[src/io_mapper_defs.svh]
// Purpose: Register offsets, field positions and reset values
// Assumes: Byte addresses on a plain strobe register port
// Notes: Definitions only
`ifndef IO_MAPPER_DEFS_SVH
`define IO_MAPPER_DEFS_SVH
`define OFS_IN5_SEL 5'h00
`define OFS_IN6_SEL 5'h04
`define OFS_RELAY_SEL 5'h08
`define OFS_NET_CTRL 5'h0C
`define OFS_CMP_SET 5'h10
`define OFS_STATUS 5'h14
`define RST_IN5_SEL 5'h00
`define RST_IN6_SEL 5'h00
`define RST_RELAY_SEL 4'h1
`define RST_NET_CTRL 1'h0
`define RST_CMP_SET 16'h03E8
`define CMP_HYST_DIV 16'h000A
`define CMP_SET_MIN 16'h0064
`define CMP_SET_MAX 16'h1388
`define IN_CODE_MAX_COMMON 5'h0C
`define IN_CODE_THERM_ALARM 5'h0F
`define IN_CODE_THERM_FAULT 5'h10
`define RELAY_CODE_MAX 4'hE
`define STAT_IN_LSB 0
`define STAT_RELAY_BIT 2
`define STAT_ENABLE_BIT 3
`define STAT_REMOTE_BIT 4
`define STAT_REVERSE_BIT 5
`define STAT_CMP_BIT 6
`endif

[src/io_mapper_pkg.sv]
// Purpose: Types shared by the I/O function mapper
// Assumes: Codes as selected by software
// Notes: Offsets live in the defs header
package io_mapper_pkg;
	typedef enum logic [4:0] {
		IN_UNUSED = 5'h00, IN_RUN_STOP = 5'h01, IN_START3 = 5'h02,
		IN_STOP3 = 5'h03, IN_ENABLE = 5'h04, IN_LOCAL_REMOTE_SELECT = 5'h05,
		IN_JOG = 5'h06, IN_DIRECTION = 5'h07, IN_EXT_FAULT = 5'h08,
		IN_EXT_ALARM = 5'h09, IN_BRAKE = 5'h0A, IN_RESET = 5'h0B,
		IN_LOAD_USER = 5'h0C, IN_THERM_ALARM = 5'h0F,
		IN_THERM_FAULT = 5'h10
	} in_func_t;
	typedef enum logic [3:0] {
		OUT_UNUSED = 4'h0, OUT_RUNNING = 4'h1, OUT_FULL_VOLT = 4'h2,
		OUT_BYPASS = 4'h3, OUT_FORWARD = 4'h4, OUT_DC_BRAKE = 4'h5,
		OUT_NO_FAULT = 4'h6, OUT_FAULT = 4'h7, OUT_NO_ALARM = 4'h8,
		OUT_ALARM = 4'h9, OUT_HEALTHY = 4'hA, OUT_USER_PROG = 4'hB,
		OUT_NETWORK = 4'hC, OUT_CURRENT = 4'hD, OUT_SHUNT_TRIP = 4'hE
	} out_func_t;
	// Starter core conditions sampled by the relay selector
	typedef struct packed {
		logic running;
		logic full_voltage;
		logic bypass_engaged;
		logic reverse_rotation;
		logic dc_braking;
		logic decelerating;
		logic fault_active;
		logic alarm_active;
		logic user_program_bit;
		logic [6:0] power_faults;
		logic [15:0] motor_current;
	} core_status_t;
	// Commands decoded from the two input channels
	typedef struct packed {
		logic run_level;
		logic start_pulse;
		logic stop_pulse;
		logic general_enable;
		logic remote_select;
		logic jog_request;
		logic forward_contactor;
		logic reverse_contactor;
		logic ext_fault;
		logic ext_alarm;
		logic brake_request;
		logic fault_reset_pulse;
		logic load_user_one;
		logic load_user_two;
		logic thermistor_alarm;
		logic thermistor_fault;
	} input_cmd_t;
endpackage : io_mapper_pkg

[src/motor_starter_io_function_mapper.sv]
// Purpose: Selectable-function digital inputs five/six and relay one
// Assumes: Core status from logic on ref_clk; contacts are raw pins
// Notes: Closed contact reads 1, open reads 0
//
// Contract
// Code 1: closed runs, open stops
// Code 2 start on close, 3 stop on open
// Code 4: enable only while closed
// Code 5 remote when closed; 6 jogs
// Code 7: open forward, closed reverse
// Code 8: open input raises external fault
// Code 9: open input raises external alarm
// Code 10: brake while closed
// Code 11: closing edge resets active fault
// Code 12: close loads set one, open two
// Codes 15/16 thermistor, channel six only
// Code 0 status only; reserved codes refused
// Relay follows its selected condition
// Relay code 0 stays de-energized
// Running follows start, stop, ramp end
// Full voltage until any disabling command
// Bypass follows bypass contactor engagement
// Code 4 closes in forward rotation
// Code 5 braking; 6..10 fault/alarm states
// DC braking energizes for whole braking
// Code 11 program bit, 12 network bit
// Code 13 current compare, 10% hysteresis
// Code 14 closes on power faults
// Input status: open 0, closed 1
`timescale 1ns/10ps
`include "io_mapper_defs.svh"

module motor_starter_io_function_mapper
	import io_mapper_pkg::*;
(
	// Clock and reset
	input wire logic ref_clk,
	input wire logic rst,
	// Register port
	input wire logic [4:0] reg_addr,
	input wire logic [31:0] reg_wdata,
	input wire logic reg_wr,
	input wire logic reg_rd,
	output logic [31:0] reg_rdata,
	// Field contacts
	input wire logic input_channel_five,
	input wire logic input_channel_six,
	// Starter core
	input core_status_t core_status,
	// Decoded commands, contact status and relay coil
	output input_cmd_t input_cmd,
	output logic [1:0] input_status,
	output logic relay_output_one
);

	// Decode helper used for both channels
	function automatic logic sel_is(input logic [4:0] sel,
		input in_func_t code);
		sel_is = (sel == code);
	endfunction : sel_is

	// Channel five takes 0..12, channel six also 15 and 16
	function automatic logic code_ok(input logic [4:0] code,
		input logic six);
		code_ok = (code <= `IN_CODE_MAX_COMMON) ||
			(six && (code == `IN_CODE_THERM_ALARM ||
			code == `IN_CODE_THERM_FAULT));
	endfunction : code_ok

	logic [4:0] input5_function_select;
	logic [4:0] input6_function_select;
	logic [3:0] relay_out1_function_select;
	logic network_output_control_word;
	logic [15:0] current_compare_setting;
	logic [1:0] sync_a;
	logic [1:0] level;
	logic [1:0] level_prev;
	logic [1:0] rise;
	logic [1:0] fall;
	logic [4:0] sel [2];
	logic cmp_state;
	logic [15:0] hyst_floor;
	logic cmp_window;
	input_cmd_t next_cmd;
	logic next_relay;
	logic [31:0] next_rdata;

	// Write side; reserved codes are refused so old value stays
	always_ff @(posedge ref_clk or posedge rst) begin
		if (rst) begin
			input5_function_select <= `RST_IN5_SEL;
			input6_function_select <= `RST_IN6_SEL;
			relay_out1_function_select <= `RST_RELAY_SEL;
			network_output_control_word <= `RST_NET_CTRL;
			current_compare_setting <= `RST_CMP_SET;
		end else if (reg_wr) begin
			unique case (reg_addr)
				`OFS_IN5_SEL: begin
					if (code_ok(reg_wdata[4:0], 1'b0)) begin
						input5_function_select <= reg_wdata[4:0];
					end
				end
				`OFS_IN6_SEL: begin
					if (code_ok(reg_wdata[4:0], 1'b1)) begin
						input6_function_select <= reg_wdata[4:0];
					end
				end
				`OFS_RELAY_SEL: begin
					if (reg_wdata[3:0] <= `RELAY_CODE_MAX) begin
						relay_out1_function_select <= reg_wdata[3:0];
					end
				end
				`OFS_NET_CTRL: begin
					network_output_control_word <= reg_wdata[0];
				end
				`OFS_CMP_SET: begin
					// Out-of-range settings kept out of the comparator
					if (reg_wdata[15:0] >= `CMP_SET_MIN &&
						reg_wdata[15:0] <= `CMP_SET_MAX) begin
						current_compare_setting <= reg_wdata[15:0];
					end
				end
				default: begin
				end
			endcase
		end
	end

	// Read mux; unmapped addresses read zero
	always_comb begin
		next_rdata = 32'h0000_0000;
		unique case (reg_addr)
			`OFS_IN5_SEL: next_rdata[4:0] = input5_function_select;
			`OFS_IN6_SEL: next_rdata[4:0] = input6_function_select;
			`OFS_RELAY_SEL: next_rdata[3:0] = relay_out1_function_select;
			`OFS_NET_CTRL: next_rdata[0] = network_output_control_word;
			`OFS_CMP_SET: next_rdata[15:0] = current_compare_setting;
			`OFS_STATUS: begin
				next_rdata[`STAT_IN_LSB +: 2] = input_status;
				next_rdata[`STAT_RELAY_BIT] = relay_output_one;
				next_rdata[`STAT_ENABLE_BIT] = input_cmd.general_enable;
				next_rdata[`STAT_REMOTE_BIT] = input_cmd.remote_select;
				next_rdata[`STAT_REVERSE_BIT] = input_cmd.reverse_contactor;
				next_rdata[`STAT_CMP_BIT] = cmp_state;
			end
			default: begin
			end
		endcase
	end

	// Read data stands only in the cycle after the strobe
	always_ff @(posedge ref_clk or posedge rst) begin
		if (rst) begin
			reg_rdata <= 32'h0000_0000;
		end else if (reg_rd) begin
			reg_rdata <= next_rdata;
		end else begin
			reg_rdata <= 32'h0000_0000;
		end
	end

	// Two-stage synchroniser for the field contacts
	always_ff @(posedge ref_clk or posedge rst) begin
		if (rst) begin
			sync_a <= 2'h0;
			level <= 2'h0;
			level_prev <= 2'h0;
		end else begin
			sync_a <= {input_channel_six, input_channel_five};
			level <= sync_a;
			level_prev <= level;
		end
	end

	// Edges seen only after the synchroniser
	assign rise = level & ~level_prev;
	assign fall = ~level & level_prev;
	assign sel[0] = input5_function_select;
	assign sel[1] = input6_function_select;

	// Contact status: open 0, closed 1, any selected function
	always_ff @(posedge ref_clk or posedge rst) begin
		if (rst) begin
			input_status <= 2'h0;
		end else begin
			input_status <= level;
		end
	end

	// Both channels merged; a function on either channel acts
	always_comb begin
		next_cmd = '0;
		next_cmd.general_enable = 1'b1;
		next_cmd.forward_contactor = 1'b1;
		for (int i = 0; i < 2; i++) begin
			if (sel_is(sel[i], IN_RUN_STOP) && level[i]) begin
				next_cmd.run_level = 1'b1;
			end
			if (sel_is(sel[i], IN_START3) && rise[i]) begin
				next_cmd.start_pulse = 1'b1;
			end
			if (sel_is(sel[i], IN_STOP3) && fall[i]) begin
				next_cmd.stop_pulse = 1'b1;
			end
			// Any enabling contact that is open disables the starter
			if (sel_is(sel[i], IN_ENABLE) && !level[i]) begin
				next_cmd.general_enable = 1'b0;
			end
			if (sel_is(sel[i], IN_LOCAL_REMOTE_SELECT) && level[i]) begin
				next_cmd.remote_select = 1'b1;
			end
			if (sel_is(sel[i], IN_JOG) && level[i]) begin
				next_cmd.jog_request = 1'b1;
			end
			// Contactors kept mutually exclusive by construction
			if (sel_is(sel[i], IN_DIRECTION) && level[i]) begin
				next_cmd.forward_contactor = 1'b0;
				next_cmd.reverse_contactor = 1'b1;
			end
			if (sel_is(sel[i], IN_EXT_FAULT) && !level[i]) begin
				next_cmd.ext_fault = 1'b1;
			end
			if (sel_is(sel[i], IN_EXT_ALARM) && !level[i]) begin
				next_cmd.ext_alarm = 1'b1;
			end
			if (sel_is(sel[i], IN_BRAKE) && level[i]) begin
				next_cmd.brake_request = 1'b1;
			end
			// No reset pulse unless a fault is present
			if (sel_is(sel[i], IN_RESET) && rise[i] &&
				core_status.fault_active) begin
				next_cmd.fault_reset_pulse = 1'b1;
			end
			if (sel_is(sel[i], IN_LOAD_USER) && rise[i]) begin
				next_cmd.load_user_one = 1'b1;
			end
			if (sel_is(sel[i], IN_LOAD_USER) && fall[i]) begin
				next_cmd.load_user_two = 1'b1;
			end
		end
		// Tripped thermistor opens the loop, seen as an open contact
		if (sel_is(sel[1], IN_THERM_ALARM) && !level[1]) begin
			next_cmd.thermistor_alarm = 1'b1;
		end
		if (sel_is(sel[1], IN_THERM_FAULT) && !level[1]) begin
			next_cmd.thermistor_fault = 1'b1;
		end
	end

	// Registered command outputs; pulses last one cycle
	always_ff @(posedge ref_clk or posedge rst) begin
		if (rst) begin
			input_cmd <= '0;
		end else begin
			input_cmd <= next_cmd;
		end
	end

	// Comparator valid only at full voltage without deceleration
	assign cmp_window = core_status.full_voltage &&
		core_status.running && !core_status.decelerating;
	assign hyst_floor = current_compare_setting -
		(current_compare_setting / `CMP_HYST_DIV);

	// Current compare with hysteresis of a tenth of the setting
	always_ff @(posedge ref_clk or posedge rst) begin
		if (rst) begin
			cmp_state <= 1'b0;
		end else if (!cmp_window) begin
			cmp_state <= 1'b0;
		end else if (core_status.motor_current >
			current_compare_setting) begin
			cmp_state <= 1'b1;
		end else if (core_status.motor_current <= hyst_floor) begin
			cmp_state <= 1'b0;
		end
	end

	// Relay condition selected by its function code
	always_comb begin
		next_relay = 1'b0;
		unique case (out_func_t'(relay_out1_function_select))
			OUT_UNUSED: next_relay = 1'b0;
			OUT_RUNNING: next_relay = core_status.running;
			OUT_FULL_VOLT: next_relay = core_status.full_voltage;
			OUT_BYPASS: next_relay = core_status.bypass_engaged;
			OUT_FORWARD: begin
				next_relay = core_status.running &&
					!core_status.reverse_rotation;
			end
			OUT_DC_BRAKE: next_relay = core_status.dc_braking;
			OUT_NO_FAULT: next_relay = !core_status.fault_active;
			OUT_FAULT: next_relay = core_status.fault_active;
			OUT_NO_ALARM: next_relay = !core_status.alarm_active;
			OUT_ALARM: next_relay = core_status.alarm_active;
			OUT_HEALTHY: begin
				next_relay = !core_status.fault_active &&
					!core_status.alarm_active;
			end
			OUT_USER_PROG: next_relay = core_status.user_program_bit;
			OUT_NETWORK: next_relay = network_output_control_word;
			OUT_CURRENT: next_relay = cmp_state;
			OUT_SHUNT_TRIP: next_relay = |core_status.power_faults;
			default: next_relay = 1'b0;
		endcase
	end

	// Coil register; follows its condition one cycle later
	always_ff @(posedge ref_clk or posedge rst) begin
		if (rst) begin
			relay_output_one <= 1'b0;
		end else begin
			relay_output_one <= next_relay;
		end
	end

endmodule : motor_starter_io_function_mapper

[config.mk]
export PLATFORM = sky130hd
export DESIGN_NAME = motor_starter_io_function_mapper
export DESIGN_NICKNAME = d
export VERILOG_FILES = /design/src/io_mapper_pkg.sv /design/src/motor_starter_io_function_mapper.sv
export VERILOG_INCLUDE_DIRS = /design/src
export SDC_FILE = /design/constraint.sdc
export NUM_CORES = 1
export LEC_CHECK = 0
export BUFFER_PORTS_ARGS = -buffer_cell sky130_fd_sc_hd__buf_2
export CAP_MARGIN = 20
export CORE_MARGIN = 2
export CORE_UTILIZATION = 57
export DETAILED_ROUTE_END_ITERATION = 7
export GPL_TIMING_DRIVEN = 0
export PLACE_DENSITY = 0.82
export SETUP_SLACK_MARGIN = 0.3
export SLEW_MARGIN = 10
export SYNTH_ARGS = -nofsm -noshare
export SYNTH_HDL_FRONTEND = slang
export SYNTH_SLANG_ARGS = --single-unit
[constraint.sdc]
create_clock -name ref_clk -period 10.8 [get_ports ref_clk]
set_input_delay 3.24 -clock ref_clk [delete_from_list [all_inputs] [get_ports ref_clk]]
set_output_delay 3.24 -clock ref_clk [all_outputs]
set_load 0.03 [all_outputs]
==> results_tabular.tex <==
\begin{tabular}{lr}
\hline
Metric & Value \\
\hline
\multicolumn{2}{l}{\textbf{Status}} \\
\quad Status & finished clean \\
\multicolumn{2}{l}{\textbf{Place}} \\
\quad Placed cell count & 932 \\
\quad Routability Congestion & 0.970 \\
\quad Port Buf Inserts & 90 \\
\quad HPWL after detailed placement & 13.2 mm \\
\multicolumn{2}{l}{\textbf{Logic synthesis}} \\
\quad Syn. warnings & 0 \\
\quad Area share of the largest cell type after synthesis & 0.259 \\
\quad Most repeated cell in the gate-level netlist after synthesis & sky130\_fd\_sc\_hd\_\_dfrtp\_1 \\
\quad Leading post-synthesis cells by cell area & sky130\_fd\_sc\_hd\_\_dfrtp\_1 26\%, sky130\_fd\_sc\_hd\_\_ha\_1 9.1\%, sky130\_fd\_sc\_hd\_\_mux2\_2 4.6\%, sky130\_fd\_sc\_hd\_\_dfstp\_2 3.0\%, sky130\_fd\_sc\_hd\_\_a21oi\_1 2.9\% \\
\quad Synth Flop Type & sky130\_fd\_sc\_hd\_\_dfrtp\_1 \\
\quad Synth Instances & 687 \\
\quad Combined area of all synthesized cells & 6180 µm² \\
\quad Post-synth EDFFs & 0 \\
\quad Part of the Yosys area used for sequential elements & 0.289 \\
\quad \#FFs+latches synth & 71 \\
\quad Number of distinct library cells after synthesis & 99 \\
\quad Synth cell count leaders & 64 x sky130\_fd\_sc\_hd\_\_dfrtp\_1, 45 x sky130\_fd\_sc\_hd\_\_ha\_1, 45 x sky130\_fd\_sc\_hd\_\_nor2\_1 \\
\quad Share of synthesized registers carrying an async set or reset & 1.00 \\
\quad Average cell area after synthesis & about 9 µm² \\
\quad Biggest area consumer among synthesized cells & sky130\_fd\_sc\_hd\_\_dfrtp\_1 \\
\multicolumn{2}{l}{\textbf{CTS}} \\
\quad Clock buffer count from CTS & 9 \\
\quad Clock network latency to the later pin of the worst-skew pair & about 350 ps \\
\quad Clock transition at path regs & 70 ps \\
\quad Number of buffers inserted for hold repair after clock tree synthesis & 0 \\
\quad Max H-tree Level & 3 \\
\quad Clock tree from TritonCTS & done \\
\quad Clk root buf & sky130\_fd\_sc\_hd\_\_clkbuf\_8 \\
\quad Count of cells resized by post-cts repair & 0 \\
\quad Count of buffers added by post-CTS timing repair for setup & 0 \\
\quad Clock tree buffer depth & 2 \\
\quad CTS sink cnt & 71 \\
\multicolumn{2}{l}{\textbf{Detailed routing}} \\
\quad Met2 WL post-DR & between 8 and 9 mm \\
\quad DRT antenna net count & 0 \\
\quad Routed length on met1 & 7.06 mm \\
\quad Count of vias placed by the detailed router & a little under 6,000 \\
\quad Avg WL per Cell & 18.2 µm \\
\quad Highest layer used for signal routing & met5 \\
\quad Met3 Wirelength & 1.25 mm \\
\quad Number of detailed-route iterations in the first pass & 5 \\
\quad Post-route DRC & 0 \\
\quad Vias per std cell & between 6 and 7 \\
\quad Initial DRC count & 501 \\
\quad Routed wire length & 17.2 mm \\
\multicolumn{2}{l}{\textbf{STA}} \\
\quad Pin slew with the least headroom to its limit & 893 ps \\
\quad Worst hold margin & 356 ps \\
\quad Headroom to the max-slew limit & 0.400 \\
\quad Total negative setup slack & 0 ps \\
\quad Setup repair after global routing missed its margin & false \\
\quad Crit share post-route & 0.829 \\
\quad Worst Skew & 7.51 ps \\
\quad Slew Viols, Final & 0 \\
\quad Count of final hold-check violations & 0 \\
\quad Fmax & roughly 0.11 GHz \\
\quad Min Clock Period, post-route & around 9000 ps \\
\quad Final-report setup violation count & 0 \\
\multicolumn{2}{l}{\textbf{GRT}} \\
\quad Wire length of the first global-routing pass & 27.9 mm \\
\quad Antenna violations before repair & 1 \\
\quad Pin count of the biggest net entering global routing & 72 \\
\quad GRT Total Usage & 0.300 \\
\quad Overflow after GRT & 0 \\
\quad Via count of the first global-routing pass & 5,770 \\
\multicolumn{2}{l}{\textbf{Cells and area}} \\
\quad Layout cells sized above 1 & 0.261 \\
\quad Antenna cells & 0 \\
\quad Layout net count & 924 \\
\quad Post-route insts no fill & about 950 \\
\quad Layout-stage area growth over the synthesis result & 14.1\% \\
\multicolumn{2}{l}{\textbf{Setup path}} \\
\quad Element type at the critical path start & register \\
\quad Top delay family on crit path & compound AO/OA/AOI/OAI gates \\
\quad Startpoint-to-endpoint class of the critical path & register to register \\
\quad Endpoint class of the critical path & register \\
\quad CP max stage delay & 520 ps \\
\quad Critical Path Slowest Stage Cell & sky130\_fd\_sc\_hd\_\_or4\_1 \\
\quad Required time reported for the critical path endpoint & 11,030 ps \\
\quad CP dominant cell by count & sky130\_fd\_sc\_hd\_\_a21oi\_1 \\
\quad Arrival @ worst endpoint & 9180 ps \\
\quad Critical path fanouts, max & 10 \\
\quad Count of buffer and inverter cells on the critical path & 3 \\
\multicolumn{2}{l}{\textbf{Hold path}} \\
\quad Path class of the lowest-slack min-delay path & register to register \\
\multicolumn{2}{l}{\textbf{Floorplanning}} \\
\quad Initial core utilization & 0.577 \\
\quad Horizontal extent of the die & about 110 µm \\
\quad Row Count & 38 \\
\quad Number of I/O pins & 126 \\
\quad Std-Cell Core Area & between 10,000 and 15,000 µm² \\
\quad Full die area & approximately 12,000 µm² \\
\quad Vertical die dimension & 108 µm \\
\multicolumn{2}{l}{\textbf{Power}} \\
\quad Power share of the combinational group & 0.401 \\
\quad Fraction of power consumed by sequential logic & 0.355 \\
\quad Net switching power figure & 322 µW \\
\quad Static Leakage & between 3 and 4 nW \\
\quad Power density over the cells & 121 nW/µm² \\
\quad Switching part of the total power & 0.376 \\
\quad Worst vdd ir & 0.131 mV \\
\quad Clk network pwr share & 0.244 \\
\quad Internal power contribution & $\sim$530 µW \\
\multicolumn{2}{l}{\textbf{Run}} \\
\quad Max-cap violations & 0 \\
\hline
\end{tabular}
[worst paths after layout]
check | start | to | slack [ps] | cells after the start
worst max-delay path | current_compare_setting[13] | cmp_state | 1850 | 40
worst min-delay path | sync_a[1] | level[1] | 360 | 0
worst max register to register | current_compare_setting[13] | cmp_state | 1850 | 40
worst min register to register | sync_a[1] | level[1] | 360 | 0
max in group asynchronous | rst | current_compare_setting[0] | 7170 | 2
min in group asynchronous | rst | reg_rdata[13] | 3060 | 2
[cells by family after synthesis]
logic type | after synthesis | share of synthesized area
AND/OR/NAND/NOR | 243 | 0.222
AO/OA/AOI/OAI | 177 | 0.207
buffers and inverters | 91 | 0.0737
flip-flops | 71 | 0.289
adder cells (fa/ha/maj) | 46 | 0.0944
multiplexers | 43 | 0.0918
XOR/XNOR | 15 | 0.0213
other | 1 | 0.000607
[layout by cell type, fill, tap and decap left out, drive strengths merged, types with 5 or more instances in the layout]
cell type and instances:
clkbuf 29, o21ai 31, o21a 5, o211ai 9
ha 45, a21o 9, a22oi 5, and2 6
conb 16, dfstp 7, inv 39, nand2b 23
and3 6, dfrtp 64, nand2 41, nor2b 17
nor3 28, a31oi 7, xnor2 13, a21oi 36
o31ai 6, nand3 21, nor4 17, buf 121
nand4 9, or3 5, mux4 8, mux2i 9
nor2 45, o32ai 5, mux2 26, clkinv 5
a221oi 6, o22ai 5
[state kept, by name, indices dropped and copies added, names as in the netlist]
| name | cells |
|---|---|
| input_cmd | 16 |
| reg_rdata | 16 |
| input5_function_select | 5 |
| current_compare_setting | 16 |
| network_output_control_word | 1 |
| relay_output_one | 1 |
| cmp_state | 1 |
| relay_out1_function_select | 4 |
| level | 2 |
| sync_a | 2 |
| input6_function_select | 5 |
| input_status | 2 |
[layer usage]
layer / vias up / global-route usage
met5: - / 0
met4: 2 / 0.103
met3: 42 / 0.0374
met2: 277 / 0.522
met1: 2825 / 0.386
li1: 2780 / -
[power by group through the flow]
stage	Sequential [mW]	Combinational [mW]	Clock [mW]
final	0.303	0.343	0.209
after global routing	0.305	0.381	0.219
after CTS	0.303	0.339	0.208
after detailed placement	0.308	0.336	0
after global placement	0.307	0.320	0
after floorplan	0.311	0.245	0
[worst register-to-register path, delay by kind of cell, from the launching register on]
| family | cells | cell delay (ps) |
|---|---|---|
| AND/OR/NAND/NOR | 12 | 2140 |
| AO/OA/AOI/OAI | 17 | 3610 |
| buffers and inverters | 3 | 490 |
| flip-flops | 1 | 470 |
| multiplexers | 4 | 1080 |
| adder cells (fa/ha/maj) | 3 | 910 |
| XOR/XNOR | 1 | 120 |
[through the flow]
| stage | power, mW | setup WS [ps] | instance area, µm² | utilization |
|---|---|---|---|---|
| after global routing | 0.905 | 1190 | 7050 | 0.659 |
| after global placement | 0.626 | 2190 | 6860 | 0.641 |
| after detailed placement | 0.643 | 2080 | 6860 | 0.641 |
| final | 0.855 | 1850 | 7050 | 0.659 |
| after floorplan | 0.556 | 3330 | 6230 | - |
| after CTS | 0.850 | 2030 | 7050 | 0.659 |
[cell type report]
class                           count  area, µm²
Sequential cell                    71       1790
Fill cell                         881       3650
Clock buffer                       10        128
Inverter                           41        161
Clock inverter                      5       60.1
Multi-Input combinational cell    540       3990
Tap cell                          140        175
Timing Repair Buffer               90        450
Buffer                             50        297
Note: power is estimated with default switching activity, not from simulation.
